===== src/verilog/mcd_pkg.sv =====
// Shared constants, types and decode functions of the multiphase clock divider
package mcd_pkg;

  // ----------------------------------------------------------------
  // Three-state selection pin codes
  // ----------------------------------------------------------------
  localparam logic [1:0] TRI_LOW  = 2'h0;  // Pin grounded
  localparam logic [1:0] TRI_OPEN = 2'h1;  // Pin floating
  localparam logic [1:0] TRI_HIGH = 2'h2;  // Pin tied to supply

  // ----------------------------------------------------------------
  // Divider ratios and timing
  // ----------------------------------------------------------------
  localparam int unsigned CNT_W       = 7;
  localparam logic [6:0]  N_DIV_LOW   = 7'h01;  // Divide by 1
  localparam logic [6:0]  N_DIV_OPEN  = 7'h0A;  // Divide by 10
  localparam logic [6:0]  N_DIV_HIGH  = 7'h64;  // Divide by 100
  localparam int unsigned MASTER_CLKS = 2;      // Clock cycles per master period
  localparam int unsigned MOD_PRESCALE    = 3200;  // Master periods per spread step
  localparam int unsigned MOD_STEP_CYCLES = MOD_PRESCALE * MASTER_CLKS;
  localparam logic [9:0]  CFG_SETTLE  = 10'h3FF;   // Cycles before config counts as steady

  // ----------------------------------------------------------------
  // Spread modulation source
  // ----------------------------------------------------------------
  localparam int unsigned LFSR_W    = 9;
  localparam int unsigned CODE_W    = 7;
  localparam logic [8:0]  LFSR_SEED = 9'h001;
  localparam int unsigned TAP_HI    = 8;
  localparam int unsigned TAP_LO    = 4;
  localparam logic [10:0] ACC_SPAN  = 11'h400;  // Edge-rate accumulator full scale

  // ----------------------------------------------------------------
  // Lane-count modes, one-hot
  // ----------------------------------------------------------------
  typedef enum logic [2:0] {
    MCD_LANE2 = 3'h1,
    MCD_LANE3 = 3'h2,
    MCD_LANE4 = 3'h4
  } mcd_lane_e;

  // Ratio pin to terminal count of the half-period counter (N - 1)
  function automatic logic [6:0] half_limit(input logic [1:0] sel);
    unique case (sel)
      TRI_OPEN: half_limit = N_DIV_OPEN - 7'h01;
      TRI_HIGH: half_limit = N_DIV_HIGH - 7'h01;
      default:  half_limit = N_DIV_LOW - 7'h01;
    endcase
  endfunction : half_limit

  // Lane-count pin to mode
  function automatic mcd_lane_e lane_decode(input logic [1:0] sel);
    unique case (sel)
      TRI_OPEN: lane_decode = MCD_LANE3;
      TRI_HIGH: lane_decode = MCD_LANE4;
      default:  lane_decode = MCD_LANE2;
    endcase
  endfunction : lane_decode

endpackage : mcd_pkg


===== src/verilog/mcd_mod_if.sv =====
// Link between the phase core and the spread modulation source
`timescale 1ns/100ps
interface mcd_mod_if;
  logic       enable;     // Spread modulation on
  logic       edge_tick;  // Master half-period edge allowed this cycle
  logic [6:0] code;       // Modulation code

  modport src (input enable, output edge_tick, output code);
  modport snk (output enable, input edge_tick, input code);
endinterface : mcd_mod_if


===== src/verilog/mcd_spread_gen.sv =====
// Pseudorandom spread source and down-only master edge gating
`timescale 1ns/100ps
module mcd_spread_gen #(
  parameter int unsigned STEP_CYCLES = mcd_pkg::MOD_STEP_CYCLES
) (
  // Clock, reset and enable
  input wire logic clk_in,
  input wire logic rst_q_in,
  input wire logic ce_in,
  // Link to the phase core
  mcd_mod_if.src   mif
);

  localparam int unsigned PW = $clog2(STEP_CYCLES);
  localparam logic [PW-1:0] PRE_LAST = PW'(STEP_CYCLES - 1);

  if (STEP_CYCLES < 2) begin : g_chk
    $error("STEP_CYCLES must be at least 2");
  end

  typedef struct packed {
    logic [8:0]    lfsr;
    logic [PW-1:0] pre;
    logic [9:0]    acc;
    logic          tick;
    logic [6:0]    code;
  } mcd_spread_s;

  mcd_spread_s state_reg;
  mcd_spread_s state_next;
  logic [10:0] sum;
  logic        fb;

  // ----------------------------------------------------------------
  // Next state
  // ----------------------------------------------------------------
  always_comb begin
    state_next = state_reg;
    sum = {1'b0, state_reg.acc} + (mcd_pkg::ACC_SPAN - {4'h0, state_reg.code});
    fb  = state_reg.lfsr[mcd_pkg::TAP_HI] ^ state_reg.lfsr[mcd_pkg::TAP_LO]
          ^ (state_reg.lfsr[7:0] == 8'h00);  // Zero-state insert gives a 512-step cycle
    if (!mif.enable) begin
      state_next.lfsr = mcd_pkg::LFSR_SEED;
      state_next.pre  = '0;
      state_next.acc  = '0;
      state_next.tick = 1'b1;
      state_next.code = 7'h00;
    end else begin
      // Carry rate is (1024 - code) / 1024, never above one edge per cycle
      state_next.tick = sum[10];
      state_next.acc  = sum[9:0];
      if (state_reg.pre == PRE_LAST) begin
        state_next.pre  = '0;
        state_next.lfsr = {state_reg.lfsr[7:0], fb};
      end else begin
        state_next.pre = state_reg.pre + PW'(1);
      end
      state_next.code = state_next.lfsr[6:0];
    end
  end

  // State register
  always_ff @(posedge clk_in or negedge rst_q_in) begin
    if (!rst_q_in) begin
      state_reg <= '{lfsr: mcd_pkg::LFSR_SEED, pre: '0, acc: 10'h000,
                     tick: 1'b1, code: 7'h00};
    end else if (ce_in) begin
      state_reg <= state_next;
    end
  end

  assign mif.edge_tick = state_reg.tick;
  assign mif.code      = state_reg.code;

  // ----------------------------------------------------------------
  // Checks
  // ----------------------------------------------------------------
  property p_mod_off;
    @(posedge clk_in) disable iff (!rst_q_in)
    (ce_in && !mif.enable) |=> (mif.edge_tick && mif.code == 7'h00 && state_reg.pre == '0);
  endproperty
  a_mod_off: assert property (p_mod_off) else $error("modulation not idle when off");

  property p_step_time;
    @(posedge clk_in) disable iff (!rst_q_in)
    (mif.enable && $past(mif.enable) && $past(ce_in) && $changed(state_reg.lfsr))
      |-> ($past(state_reg.pre) == PRE_LAST && mif.code == state_reg.lfsr[6:0]);
  endproperty
  a_step_time: assert property (p_step_time) else $error("lfsr stepped off prescale");

endmodule : mcd_spread_gen


===== src/verilog/mcd_clock_divider.sv =====
// Programmable divider and multiphase generator of the oscillator back end
`timescale 1ns/100ps
// Notes on behaviour
// - Master clock feeds the divider; divider output feeds the multiphase generator.
// - Ratio pin grounded, floating, high divides by 1, 10, 100.
// - Divide-by-one in two-phase mode toggles the tap flip-flops on every edge tick, at the master rate.
// - Lane pin low, floating, high picks 2, 3, 4 phases, extra factor 1, 3, 4.
// - Three- and four-phase modes divide the divider output further.
// - Output duty cycle depends on the phase mode.
// - Four taps, each from its own output flip-flop.
// - Spread pin low disables modulation and stops the modulation logic.
// - Modulation only lowers frequency, never above nominal.
// - Two-phase: tap 2 inverts tap 1, taps 3 and 4 copy 1 and 2.
// - Three-phase: shift register, 33.3% duty, 120 degree lags, tap 4 low.
// - Four-phase: 50% duty, each tap lags the previous by 90 degrees.
// - Modulation from 9-bit LFSR every 3200 master periods, low 7 bits, 512 steps.
module mcd_clock_divider #(
  parameter int unsigned STEP_CYCLES = mcd_pkg::MOD_STEP_CYCLES
) (
  // Master oscillator clock, reset and enable
  input  wire logic       clk_in,
  input  wire logic       rst_b_in,
  input  wire logic       ce_in,
  // Static selections
  input  wire logic [1:0] div_ratio_sel_in,
  input  wire logic [1:0] lane_count_select_in,
  input  wire logic       spread_depth_pin_in,
  // Clock taps
  output logic            clock_tap_1_out,
  output logic            clock_tap_2_out,
  output logic            clock_tap_3_out,
  output logic            clock_tap_4_out,
  // Modulation status
  output logic            spread_spectrum_mode_out,
  output logic [6:0]      spread_code_out
);

  typedef struct packed {
    mcd_pkg::mcd_lane_e lane;
    logic [6:0]         lim;
    logic [6:0]         half_cnt;
    logic               div_level;
    logic [2:0]         ring3;
    logic [1:0]         quad;
    logic [3:0]         taps;
    logic               spread_en;
  } mcd_core_s;

  mcd_core_s  state_reg;
  mcd_core_s  state_next;
  logic [1:0] rst_sync_reg;
  logic       rst_q;
  logic       rise;

  mcd_mod_if mif ();

  // ----------------------------------------------------------------
  // Reset release synchroniser
  // ----------------------------------------------------------------
  always_ff @(posedge clk_in or negedge rst_b_in) begin
    if (!rst_b_in) begin
      rst_sync_reg <= 2'h0;
    end else begin
      rst_sync_reg <= {rst_sync_reg[0], 1'b1};
    end
  end
  assign rst_q = rst_sync_reg[1];

  // ----------------------------------------------------------------
  // Spread modulation source
  // ----------------------------------------------------------------
  mcd_spread_gen #(
    .STEP_CYCLES (STEP_CYCLES)
  ) u_spread (
    .clk_in   (clk_in),
    .rst_q_in (rst_q),
    .ce_in    (ce_in),
    .mif      (mif)
  );

  assign mif.enable = state_reg.spread_en;

  // ----------------------------------------------------------------
  // Divider and multiphase next state
  // ----------------------------------------------------------------
  always_comb begin
    state_next           = state_reg;
    rise                 = 1'b0;
    state_next.lane      = mcd_pkg::lane_decode(lane_count_select_in);
    state_next.lim       = mcd_pkg::half_limit(div_ratio_sel_in);
    state_next.spread_en = spread_depth_pin_in;
    // Each edge tick is one master half-period; N ticks per divided half-period
    if (mif.edge_tick) begin
      if (state_reg.half_cnt >= state_reg.lim) begin
        state_next.half_cnt  = 7'h00;
        state_next.div_level = ~state_reg.div_level;
        rise                 = ~state_reg.div_level;
      end else begin
        state_next.half_cnt = state_reg.half_cnt + 7'h01;
      end
    end
    // Phase registers advance on divided rising edges
    if (rise) begin
      state_next.ring3 = {state_reg.ring3[1:0], state_reg.ring3[2]};
      state_next.quad  = {state_reg.quad[0], ~state_reg.quad[1]};
    end
    // Tap patterns per mode set the duty cycle
    unique case (state_reg.lane)
      mcd_pkg::MCD_LANE2: state_next.taps = {~state_next.div_level, state_next.div_level,
                                             ~state_next.div_level, state_next.div_level};
      mcd_pkg::MCD_LANE3: state_next.taps = {1'b0, state_next.ring3};
      mcd_pkg::MCD_LANE4: state_next.taps = {~state_next.quad[1], ~state_next.quad[0],
                                             state_next.quad[1], state_next.quad[0]};
    endcase
  end

  // State register, frozen while the clock enable is low
  always_ff @(posedge clk_in or negedge rst_q) begin
    if (!rst_q) begin
      state_reg <= '{lane: mcd_pkg::MCD_LANE2, lim: 7'h00, half_cnt: 7'h00,
                     div_level: 1'b0, ring3: 3'h1, quad: 2'h0, taps: 4'hA,
                     spread_en: 1'b0};
    end else if (ce_in) begin
      state_reg <= state_next;
    end
  end

  // Tap and status outputs, each from its own flip-flop
  assign clock_tap_1_out          = state_reg.taps[0];
  assign clock_tap_2_out          = state_reg.taps[1];
  assign clock_tap_3_out          = state_reg.taps[2];
  assign clock_tap_4_out          = state_reg.taps[3];
  assign spread_spectrum_mode_out = state_reg.spread_en;
  assign spread_code_out          = mif.code;

  // ----------------------------------------------------------------
  // Check helpers: steady configuration and tap 1 run length
  // ----------------------------------------------------------------
  logic [9:0] cfg_age_reg;
  logic [3:0] cfg_d_reg;
  logic       tap1_d_reg;
  logic [9:0] run_len_reg;
  logic       steady;
  logic       tap1_edge;

  always_ff @(posedge clk_in or negedge rst_q) begin
    if (!rst_q) begin
      cfg_age_reg <= 10'h000;
      cfg_d_reg   <= 4'h0;
      tap1_d_reg  <= 1'b0;
      run_len_reg <= 10'h000;
    end else if (ce_in) begin
      cfg_d_reg  <= {div_ratio_sel_in, lane_count_select_in};
      tap1_d_reg <= state_reg.taps[0];
      if (cfg_d_reg != {div_ratio_sel_in, lane_count_select_in}) begin
        cfg_age_reg <= 10'h000;
      end else if (cfg_age_reg != mcd_pkg::CFG_SETTLE) begin
        cfg_age_reg <= cfg_age_reg + 10'h001;
      end
      if (state_reg.taps[0] != tap1_d_reg) begin
        run_len_reg <= 10'h001;
      end else if (run_len_reg != 10'h3FF) begin
        run_len_reg <= run_len_reg + 10'h001;
      end
    end
  end
  assign steady    = ce_in && cfg_age_reg == mcd_pkg::CFG_SETTLE;
  assign tap1_edge = steady && state_reg.taps[0] != tap1_d_reg;

  // ----------------------------------------------------------------
  // Checks
  // ----------------------------------------------------------------
  property p_div_one;
    @(posedge clk_in) disable iff (!rst_q)
    (steady && mif.edge_tick && state_reg.lim == 7'h00
      && state_reg.lane == mcd_pkg::MCD_LANE2) |=> (clock_tap_1_out != $past(clock_tap_1_out));
  endproperty
  a_div_one: assert property (p_div_one) else $error("divide-by-one tap lagged master");

  property p_ratio;
    @(posedge clk_in) disable iff (!rst_q)
    (tap1_edge && !state_reg.spread_en && state_reg.lane == mcd_pkg::MCD_LANE2)
      |-> run_len_reg == {3'h0, state_reg.lim} + 10'h001;
  endproperty
  a_ratio: assert property (p_ratio) else $error("half period differs from ratio");

  property p_down_only;
    @(posedge clk_in) disable iff (!rst_q)
    (tap1_edge && state_reg.spread_en && state_reg.lane == mcd_pkg::MCD_LANE2)
      |-> run_len_reg >= {3'h0, state_reg.lim} + 10'h001;
  endproperty
  a_down_only: assert property (p_down_only) else $error("spread raised frequency");

  property p_quad_div;
    @(posedge clk_in) disable iff (!rst_q)
    (tap1_edge && !state_reg.spread_en && state_reg.lane == mcd_pkg::MCD_LANE4)
      |-> run_len_reg == ({3'h0, state_reg.lim} + 10'h001) << 2;
  endproperty
  a_quad_div: assert property (p_quad_div) else $error("four-phase half period wrong");

  property p_two_phase;
    @(posedge clk_in) disable iff (!rst_q)
    (steady && state_reg.lane == mcd_pkg::MCD_LANE2)
      |=> (clock_tap_2_out == !clock_tap_1_out && clock_tap_3_out == clock_tap_1_out
           && clock_tap_4_out == clock_tap_2_out);
  endproperty
  a_two_phase: assert property (p_two_phase) else $error("two-phase taps wrong");

  property p_three_phase;
    @(posedge clk_in) disable iff (!rst_q)
    (steady && state_reg.lane == mcd_pkg::MCD_LANE3)
      |=> (!clock_tap_4_out && $onehot({clock_tap_3_out, clock_tap_2_out, clock_tap_1_out}));
  endproperty
  a_three_phase: assert property (p_three_phase) else $error("three-phase taps wrong");

  property p_four_phase;
    @(posedge clk_in) disable iff (!rst_q)
    (steady && state_reg.lane == mcd_pkg::MCD_LANE4 && $rose(clock_tap_1_out))
      |-> (!clock_tap_2_out && clock_tap_3_out == 1'b0 && clock_tap_4_out);
  endproperty
  a_four_phase: assert property (p_four_phase) else $error("four-phase order wrong");

endmodule : mcd_clock_divider


===== config.mk =====
export PLATFORM = sky130hd
export DESIGN_NAME = mcd_clock_divider
export DESIGN_NICKNAME = d
export VERILOG_FILES = /design/src/verilog/mcd_pkg.sv /design/src/verilog/mcd_mod_if.sv /design/src/verilog/mcd_spread_gen.sv /design/src/verilog/mcd_clock_divider.sv
export SDC_FILE = /design/constraint.sdc
export NUM_CORES = 1
export LEC_CHECK = 0
export BUFFER_PORTS_ARGS = -buffer_cell sky130_fd_sc_hd__buf_2
export CORE_MARGIN = 1.5
export CORE_UTILIZATION = 35
export CTS_CLUSTER_SIZE = 30
export DETAILED_ROUTE_END_ITERATION = 8
export GPL_TIMING_DRIVEN = 1
export PLACE_DENSITY = 0.61
export SYNTH_ARGS = -nofsm -noshare
export SYNTH_HDL_FRONTEND = slang
export SYNTH_SLANG_ARGS = --single-unit

===== constraint.sdc =====
create_clock -name clk_in -period 2.2 [get_ports clk_in]
set_clock_uncertainty 0.2 [all_clocks]
set_input_delay 0 -clock clk_in [delete_from_list [all_inputs] [get_ports clk_in]]
set_output_delay 0 -clock clk_in [all_outputs]
set_load 0.1 [all_outputs]

* Yosys cells after proc, flatten, opt, wreduce, memory -nomap -nowiden
Index checks and enable logic that the tools add are counted. W data, S select, Z words.
Word-level totals: register bits 70, latch bits 0, RAM bits 0, memory bits (read-only) 0, input bits 8, output and inout bits 12, logic and storage cells 51, memories kept 0
Cells by class: add/sub/neg operators 4, $mul 0, divide/modulo/power cells 0, $lt $le $gt $ge 1, equal/unequal tests 9, shift-type cells 0, multiplexer cells 12, bitwise gates (word level) 7, reductions and logical operators 3
Operators by type and width (number):
- $mux W40 | 1
- $pmux W7 S2 | 1
- $add A13 B1 Y13 const B | 1
- $eq A13 B13 Y1 const B | 1
- $mux W13 | 1
- $pmux W4 S3 | 1
- $add A10 B11 Y11 | 1
- $sub A11 B7 Y11 const A | 1
- $mux W9 | 1
- $logic_not A8 Y1 | 1
- $add A7 B1 Y7 const B | 1
- $ge A7 B7 Y1 | 1
- $mux W7 | 1
- $pmux W3 S2 | 1
- $mux W5 | 1
- $not A1 Y1 | 5
- $eq A2 B1 Y1 const B | 2
- $eq A2 B2 Y1 const B | 2
- $mux W1 | 4
- $reduce_and A2 Y1 | 2
- $eq A3 B1 Y1 const B | 1
- $eq A3 B2 Y1 const B | 1
- $eq A3 B3 Y1 const B | 1
- $ne A2 B1 Y1 const B | 1
- $xor A1 B1 Y1 | 2

* Depth between registers and ports, before layout
Gate-level depths: netlist of the first run.
depth after elaboration 6, gate-level depth with buffers 12, depth with buffers taken out 12

* Cells and area by module
Synthesis of the first run repeated with hierarchy kept, for this count alone.
Unflattened totals: cell total of the unflattened synthesis 322, area, all modules 3306.9 um2
Modules (own cells, without submodules):
- mcd_spread_gen | times used 1, cells an instance 192, area an instance 1930.6 um2, seq. area each 853.3 um2
- mcd_clock_divider | times used 1, cells an instance 130, area an instance 1376.3 um2, seq. area each 655.6 um2

* Least setup slack after synthesis of the first run
OpenSTA, ideal clock, no wires.
path type register to register, from register state_reg[11] in the netlist's numbering, to register state_reg, in the netlist clock_tap_2_out, setup time 0.096 ns, arrival 2.550 ns, data required time 1.904 ns, path slack -0.646 ns, stages on the path, launching flop included 12, path buffers 0, period minus slack after synthesis 2.846 ns, cell sequence dfrtp_1 inv_1 ha_1 nand2b_1 a211o_1 a211oi_2 inv_1 ha_1 nand2_1 mux2_2 o311ai_0 a31oi_1
Between the ends: cells in the longest elaborated chain, start to end 5, elaborated cells between the ends (all ways) 8, classes of those cells 1 x order compare; 6 x mux; 1 x bitwise
RTL lines:
- start, declared | line mcd_clock_divider.sv:49 | mcd_core_s state_reg;
- start signal, assigned | line mcd_clock_divider.sv:120 | state_reg <= '{lane: mcd_pkg::MCD_LANE2, lim: 7'h00, half_cnt: 7'h00,
- start signal, assigned | line mcd_clock_divider.sv:124 | state_reg <= state_next;
- $ge A7 B7 Y1 * | line mcd_clock_divider.sv:94 | if (state_reg.half_cnt >= state_reg.lim) begin
- $mux W1 | line mcd_clock_divider.sv:94
- $mux W1 | line mcd_clock_divider.sv:93 | if (mif.edge_tick) begin
- $mux W5 / $not A1 Y1 (equally long branches) | line mcd_clock_divider.sv:103, mcd_clock_divider.sv:110
- $pmux W4 S3 * | line mcd_clock_divider.sv:108 | unique case (state_reg.lane)
Every way passes the cells marked *; elsewhere a longest branch is shown, timed or not. A chain may end at the register's enable or synchronous reset.

* Worst setup path in the final report of the first run
from register state_reg[18] in the netlist's numbering, to register state_reg, in the netlist clock_tap_2_out
The elaborated chain is that of the path after synthesis.

==> results of run 1 <==
## per-layer routing
| layer | part of all wire [%] | wire (um) |
|---|---|---|
| met1 | 50 | 3357 |
| met2 | 45 | 3031 |
| met3 | 4.0 | 270 |
| met4 | 1.4 | 93 |
| met5 | 0 | 0 |
## final cells by class
type	count	share of cell area [%]
clock buffer	13	4.002
inverter	25	2.224
clock inverter	3	1.601
timing repair buffer	62	11.03
tap	129	3.824
multi-input combinational	234	41.51
sequential	60	35.81
## repair_timing
item / 4_1_cts / 5_1_grt
endpoints found under the setup margin: 13 / 14
hold endpoints to repair: 20 / 0
gates resized for setup: 14 / 15
pin swaps: 6 / 3
hold buffers: 14 / 0
gates cloned: 0 / 0
setup buffers: 2 / 1
## cell usage after synthesis (all sizes together), types with 6 or more instances
master / number
a21oi: 7
buf: 14
dfrtp: 54
dfstp: 6
ha: 19
inv: 24
mux2: 9
nand2: 39
nand2b: 6
nand3: 8
nor2: 33
nor3: 6
o21ai: 25
xnor2: 11
xor2: 7
## where the power goes
part	total, mW	internal, mW	switching [mW]
logic	1.91	0.810	1.10
registers	1.49	1.31	0.177
clock network	1.16	0.732	0.431
## path summary, 6_finish.rpt
path / slack, ns / from / to / cells after the start
max: -0.49 / state_reg[18] / clock_tap_2_out / 10
min: 0.06 / rst_sync_reg[1] / state_reg[27] / 0
max reg2reg: -0.49 / state_reg[18] / clock_tap_2_out / 10
min reg2reg: 0.06 / rst_sync_reg[1] / state_reg[27] / 0
max in group asynchronous: 1.12 / rst_sync_reg[1] / u_spread.state_reg[31] / 1
min in group clk_in: 0.16 / rst_sync_reg[0] / rst_sync_reg[1] / 0
## cell families (layout without fill, tap and decap cells)
kind of cell,count (synthesis),in the layout
compound gates,72,72
xor+xnor,18,18
fa+ha+maj,20,20
buf+inv,43,103
flops,60,60
mux,12,12
other cells,1,1
simple gates,111,111
==> metrics.md, run 1 <==
| Metric | Value |
|---|---|
| Top_reg_cell synth | `sky130_fd_sc_hd__dfrtp_1` |
| Count of filler cells inserted in the layout | `about 850` |
| Width of the chip | `about 100 um` |
| CTS clock-pin slew for the worst setup and hold paths | `around 0.070 ns` |
| Critical Path Fanout Max | `4` |
| Final Non-Filler Cells | `between 500 and 600` |
| Kind of cell with the highest combined delay on the critical path | `compound AO/OA/AOI/OAI gates` |
| Layer with the highest usage | `met2` |
| Iter 0 DRT Violations | `154` |
| HPWL after DPL | `between 4000 and 5000 um` |
| Pin count of the biggest net entering global routing | `28` |
| Top cells by area, synth | `sky130_fd_sc_hd__dfrtp_1, sky130_fd_sc_hd__ha_1, sky130_fd_sc_hd__dfstp_2` |
| Unrepaired setup endpoints after global routing | `true` |
| Largest family of logic cells by synthesized area | `simple AND/OR/NAND/NOR gates` |
| CTS tree | `yes` |
| Transition at the pin with the smallest max-transition slack | `between 0.5 and 0.6 ns` |
| # port buffers | `19` |
| Power Total | `between 4 and 5 mW` |
| Core region area | `just over 9000 um2` |
| Final instance area | `approximately 4200 um2` |
| Fraction of registers with async set or reset after synthesis | `100.0%` |
| Antenna-violating nets left | `0` |
| Arrival time at the worst endpoint | `around 2.7 ns` |
| Most common cell after layout, fill and taps aside | `sky130_fd_sc_hd__dfrtp_1` |
| Fin nets | `420` |
| Adder-cell share of the synthesized area | `7.759%` |
| Minimum period implied by the final worst setup slack | `approximately 2.7 ns` |
| Tot GR Track Use | `14.72%` |
| Routed WL | `a little under 7000 um` |
| Post-place instance area | `~3700 um2` |
| Area fraction in compound gates after synthesis | `between 15 and 20%` |
| Fraction of post-synthesis cell area in the top cell type by area | `40.68%` |
| Biggest area consumer among synthesized cells | `sky130_fd_sc_hd__dfrtp_1` |
| Simple-Gate Fraction of Synth Area | `about 16%` |
| Slowest stage cell on the critical path | `sky130_fd_sc_hd__dfrtp_1` |
| Final number of max-transition violations | `0` |
| Vias in the first global route | `~2500` |
| Fraction of met2 tracks used by global routing | `a little under a quarter` |
| Avg Vias per Cell | `4.816` |
| Number of clock buffers inserted by TritonCTS | `9` |
| Worst hold slack across all endpoints | `~0.064 ns` |
| Sum of negative setup slack | `-2.760 ns` |
| Status | `finished with violations` |
| Placed Cells incl. Taps | `roughly 490` |
| Slew margin rel. | `62.40%` |
| Floorplan die height | `100.4 um` |
| Initial antenna violation count | `0` |
| Static Leak | `about 1.9 nW` |
| Total number of clock tree sinks | `60` |
| Cell area power density | `approximately 1100 nW/um2` |
| List of cells traversed by the critical path | `ha_1 -> nand2b_4 -> a211o_1 -> a211oi_2 -> inv_2 -> ha_4 -> nand2_4 -> mux2_4 -> o311ai_2 -> a31oi_1` |
| Worst Path Class, Setup | `reg2reg` |
| Met1 Resource Use GR | `roughly 20%` |
| Worst path max stage delay | `around 0.4 ns` |
| Maximum clock insertion buffer count | `2` |
| Met3 usage | `4.526%` |
| Synth warn | `0` |
| Type of destination of the critical path | `flip-flop` |
| Site row count | `35` |
| Violations in the final reports | `setup timing` |
| Avg Inst Size Synth | `slightly below 10 um2` |
| Placer congestion estimate | `0.8201` |
| Peak supply drop | `roughly 0.85 mV` |
| Later-pin clock latency in the skew report | `0.33 ns` |
| Area taken by multi-input logic gates | `roughly 1800 um2` |
| Post-synth net total | `between 300 and 400` |
| Area of the die | `slightly above 10000 um2` |
| Setup-failing EPs final | `9` |
| GRT overflow | `0` |
| Parity-gate share of the synthesized area counting xor and xnor cells | `under 10%` |
| Count of unique library cells instantiated by Yosys | `59` |
| Leading cell types in the layout, fill and taps excluded | `sky130_fd_sc_hd__dfrtp_1, sky130_fd_sc_hd__nand2_1, sky130_fd_sc_hd__nor2_1` |
| Area occupied by registers | `between 1500 and 2000 um2` |
| Flop and latch count out of synthesis | `60` |
| Routed WL per cell | `~13 um` |
| Cell area after technology mapping | `3322 um2` |
| Number of max-capacitance violations reported | `0` |
| Worst path setup slack after routing | `-0.4869 ns` |
| Hold Path Class | `reg2async` |
| Detailed-routing iteration count for the pre-antenna-repair pass | `4` |
| Antenna cells | `0` |
| Count of flip-flops with a built-in enable after synthesis | `0` |
| Fin crit share | `122.1%` |
| Critical path launch point type | `flip-flop` |
| Initial core utilization | `approximately 36%` |
| Sequential share of the synthesized area | `a little under half` |
| Layout Utilization | `45.67%` |
| Post-placement worst setup slack | `-0.5522 ns` |
| Highest clock rate | `0.3722 GHz` |
| Flip-flop count of the largest register, all copies and words added | `26` |
| Maximum level of the CTS H-tree | `3` |
| Gate Count Post-Synth | `roughly 340` |
| DRC violations left | `0` |
| Layout overhead on the synthesized area | `27.04%` |
| CTS root buf | `sky130_fd_sc_hd__clkbuf_8` |
| Final hold violation count | `0` |
| Boundary pin count | `20` |
| Fraction of final layout cells with drive strength greater than 1 | `between 20 and 30%` |
| Total buffers and inverters traversed by the critical path | `1` |
| First-pass GRT wire length | `approximately 12000 um` |
| Post-synthesis mux area share | `3.955%` |
| Vias after detailed routing | `2533` |
| Critical Path RT | `about 2.3 ns` |
(Power assumes the default switching activity.)
==> run 2, diff against run 1 <==
Settings changed: CORE_UTILIZATION 35 to 54, PLACE_DENSITY 0.61 to 0.82.
==> metrics.md, run 2 (same netlist as run 1, synthesis figures left out) <==
| Metric | Value |
|---|---|
| Status | `finished with violations` |
| Violations in the final reports | `setup timing` |
| Placer congestion estimate | `0.8847` |
| Slowest stage cell on the critical path | `sky130_fd_sc_hd__dfrtp_1` |
| Core region area | `about 5900 um2` |
| Count of filler cells inserted in the layout | `~440` |
| Setup-failing EPs final | `10` |
| Most common cell after layout, fill and taps aside | `sky130_fd_sc_hd__dfrtp_1` |
| Avg Vias per Cell | `roughly 5.7` |
| List of cells traversed by the critical path | `ha_1 -> nand2b_4 -> a211o_1 -> a211oi_2 -> inv_1 -> ha_4 -> a21oi_2 -> o21ai_0 -> o311ai_1 -> a31o_2` |
| First-pass GRT wire length | `approximately 12000 um` |
| # port buffers | `19` |
| Antenna cells | `0` |
| Final hold violation count | `0` |
| Placed Cells incl. Taps | `435` |
| Sum of negative setup slack | `-3.143 ns` |
| Peak supply drop | `about 0.86 mV` |
| Final number of max-transition violations | `0` |
| Unrepaired setup endpoints after global routing | `true` |
| Tot GR Track Use | `between 20% and 30%` |
| Maximum clock insertion buffer count | `2` |
| Worst path setup slack after routing | `-0.5105 ns` |
| Fraction of final layout cells with drive strength greater than 1 | `around a quarter` |
| Number of max-capacitance violations reported | `0` |
| HPWL after DPL | `4758 um` |
| Iter 0 DRT Violations | `125` |
| Leading cell types in the layout, fill and taps excluded | `sky130_fd_sc_hd__dfrtp_1, sky130_fd_sc_hd__nand2_1, sky130_fd_sc_hd__nor2_1` |
| Type of destination of the critical path | `flip-flop` |
| Later-pin clock latency in the skew report | `between 0.3 and 0.4 ns` |
| Routed WL per cell | `15.63 um` |
| Number of clock buffers inserted by TritonCTS | `9` |
| Highest clock rate | `~0.37 GHz` |
| Width of the chip | `~80 um` |
| Routed WL | `7251 um` |
| Post-placement worst setup slack | `-0.5468 ns` |
| Arrival time at the worst endpoint | `2.79 ns` |
| Fin nets | `about 410` |
| Fin crit share | `123.2%` |
| Worst setup path end | `clock_tap_3_out` |
| Detailed-routing iteration count for the pre-antenna-repair pass | `4` |
| Final instance area | `a little over 4000 um2` |
| Worst Path Class, Setup | `reg2reg` |
| Vias in the first global route | `around 2600` |
| Critical Path RT | `between 2 and 2.5 ns` |
| Pin count of the biggest net entering global routing | `just under 60` |
| Number of cells on the worst reg-to-reg path | `10` |
| Cell area power density | `1131 nW/um2` |
| Maximum level of the CTS H-tree | `3` |
| Start of the worst register-to-register path | `state_reg[18]` |
| Critical Path Fanout Max | `6` |
| Worst path max stage delay | `approximately 0.38 ns` |
| Flip-flop count of the largest register, all copies and words added | `26` |
| Site row count | `28` |
| Post-place instance area | `approximately 3600 um2` |
| Layout Utilization | `68.47%` |
| DRC violations left | `0` |
| Hold Path Class | `reg2async` |
| Antenna-violating nets left | `0` |
| Initial antenna violation count | `0` |
| Worst R2R Setup Slack | `-0.51 ns` |
| Critical path launch point type | `flip-flop` |
| GRT overflow | `0` |
| Minimum period implied by the final worst setup slack | `2.711 ns` |
| Final Non-Filler Cells | `~460` |
| Vias after detailed routing | `between 2000 and 3000` |
| Critical Path Source | `state_reg[18]` |
| CTS clock-pin slew for the worst setup and hold paths | `0.06 ns` |
| CTS root buf | `sky130_fd_sc_hd__clkbuf_8` |
| Worst R2R End | `clock_tap_3_out` |
| Area of the die | `6631 um2` |
| Boundary pin count | `20` |
| Initial core utilization | `56.11%` |
| CTS tree | `yes` |
| Static Leak | `between 1.5 and 2 nW` |
| Floorplan die height | `a little over 80 um` |
| Layout overhead on the synthesized area | `22.03%` |
| Total number of clock tree sinks | `60` |
==> run 2: per-layer routing <==
metal / part of all wire (%) / routed length [um] / global-route usage [%] / vias up
li1: - / - / - / 1266
met1: 41 / 3004 / 28.22 / 1289
met2: 53 / 3822 / 39.67 / 59
met3: 4.2 / 308 / 8.111 / 13
met4: 1.6 / 115 / 9.483 / 0
met5: 0 / 0 / 0 / -
==> run 2: worst min-delay path by stage <==
stage                               start                        to  slack (ns)  cells past startpoint
final                     rst_sync_reg[1]    u_spread.state_reg[15]        0.07                      1
after global routing      rst_sync_reg[1]  spread_spectrum_mode_out        0.10                      1
after CTS                 rst_sync_reg[1]    u_spread.state_reg[15]        0.08                      1
after detailed placement         rst_b_in           rst_sync_reg[0]       -0.41                      1
after global placement           rst_b_in           rst_sync_reg[0]       -0.42                      1
after floorplan                  rst_b_in           rst_sync_reg[0]       -0.50                      0
==> run 2: power by group <==
| part | leakage, nW | internal (mW) | switching, mW | total, mW |
|---|---|---|---|---|
| registers | 0.780 | 1.31 | 0.173 | 1.49 |
| logic | 0.933 | 0.789 | 1.07 | 1.86 |
| clock network | 0.127 | 0.813 | 0.423 | 1.24 |
==> run 2: per-stage QoR <==
stage,power [mW],hold slack (ns)
2_1_floorplan,2.741,-0.4956
3_3_place_gp,3.100,-0.4154
3_5_place_dp,3.160,-0.4142
4_1_cts,4.526,0.08217
5_1_grt,4.872,0.1018
6_report,4.584,0.06561
==> run 2: cell type report <==
cell class	instances	area, um2	area share [%]
multi-input cells	234	1705	42.07
flip-flops and latches	60	1511	37.28
repair buffers	54	399.1	9.846
clock buffers	12	155.1	3.827
clock inverters	4	95.09	2.346
inverters	25	93.84	2.315
well taps	75	93.84	2.315
==> run 2: worst max-delay path: cells and delay by family, from the launching register on <==
kind,cells,cell delay [ns]
adders and majority gates,2,0.53
and+or+nand+nor,1,0.14
AOI/OAI and AO/OA,6,1.29
DFF,1,0.38
buffers and inverters,1,0.12
==> run 2: timing repair <==
action,CTS,global route
pin swaps,8,8
hold buffers,10,0
endpoints found under the setup margin,13,17
buffers inserted,3,1
hold endpoints to repair,18,0
resized for setup,8,9
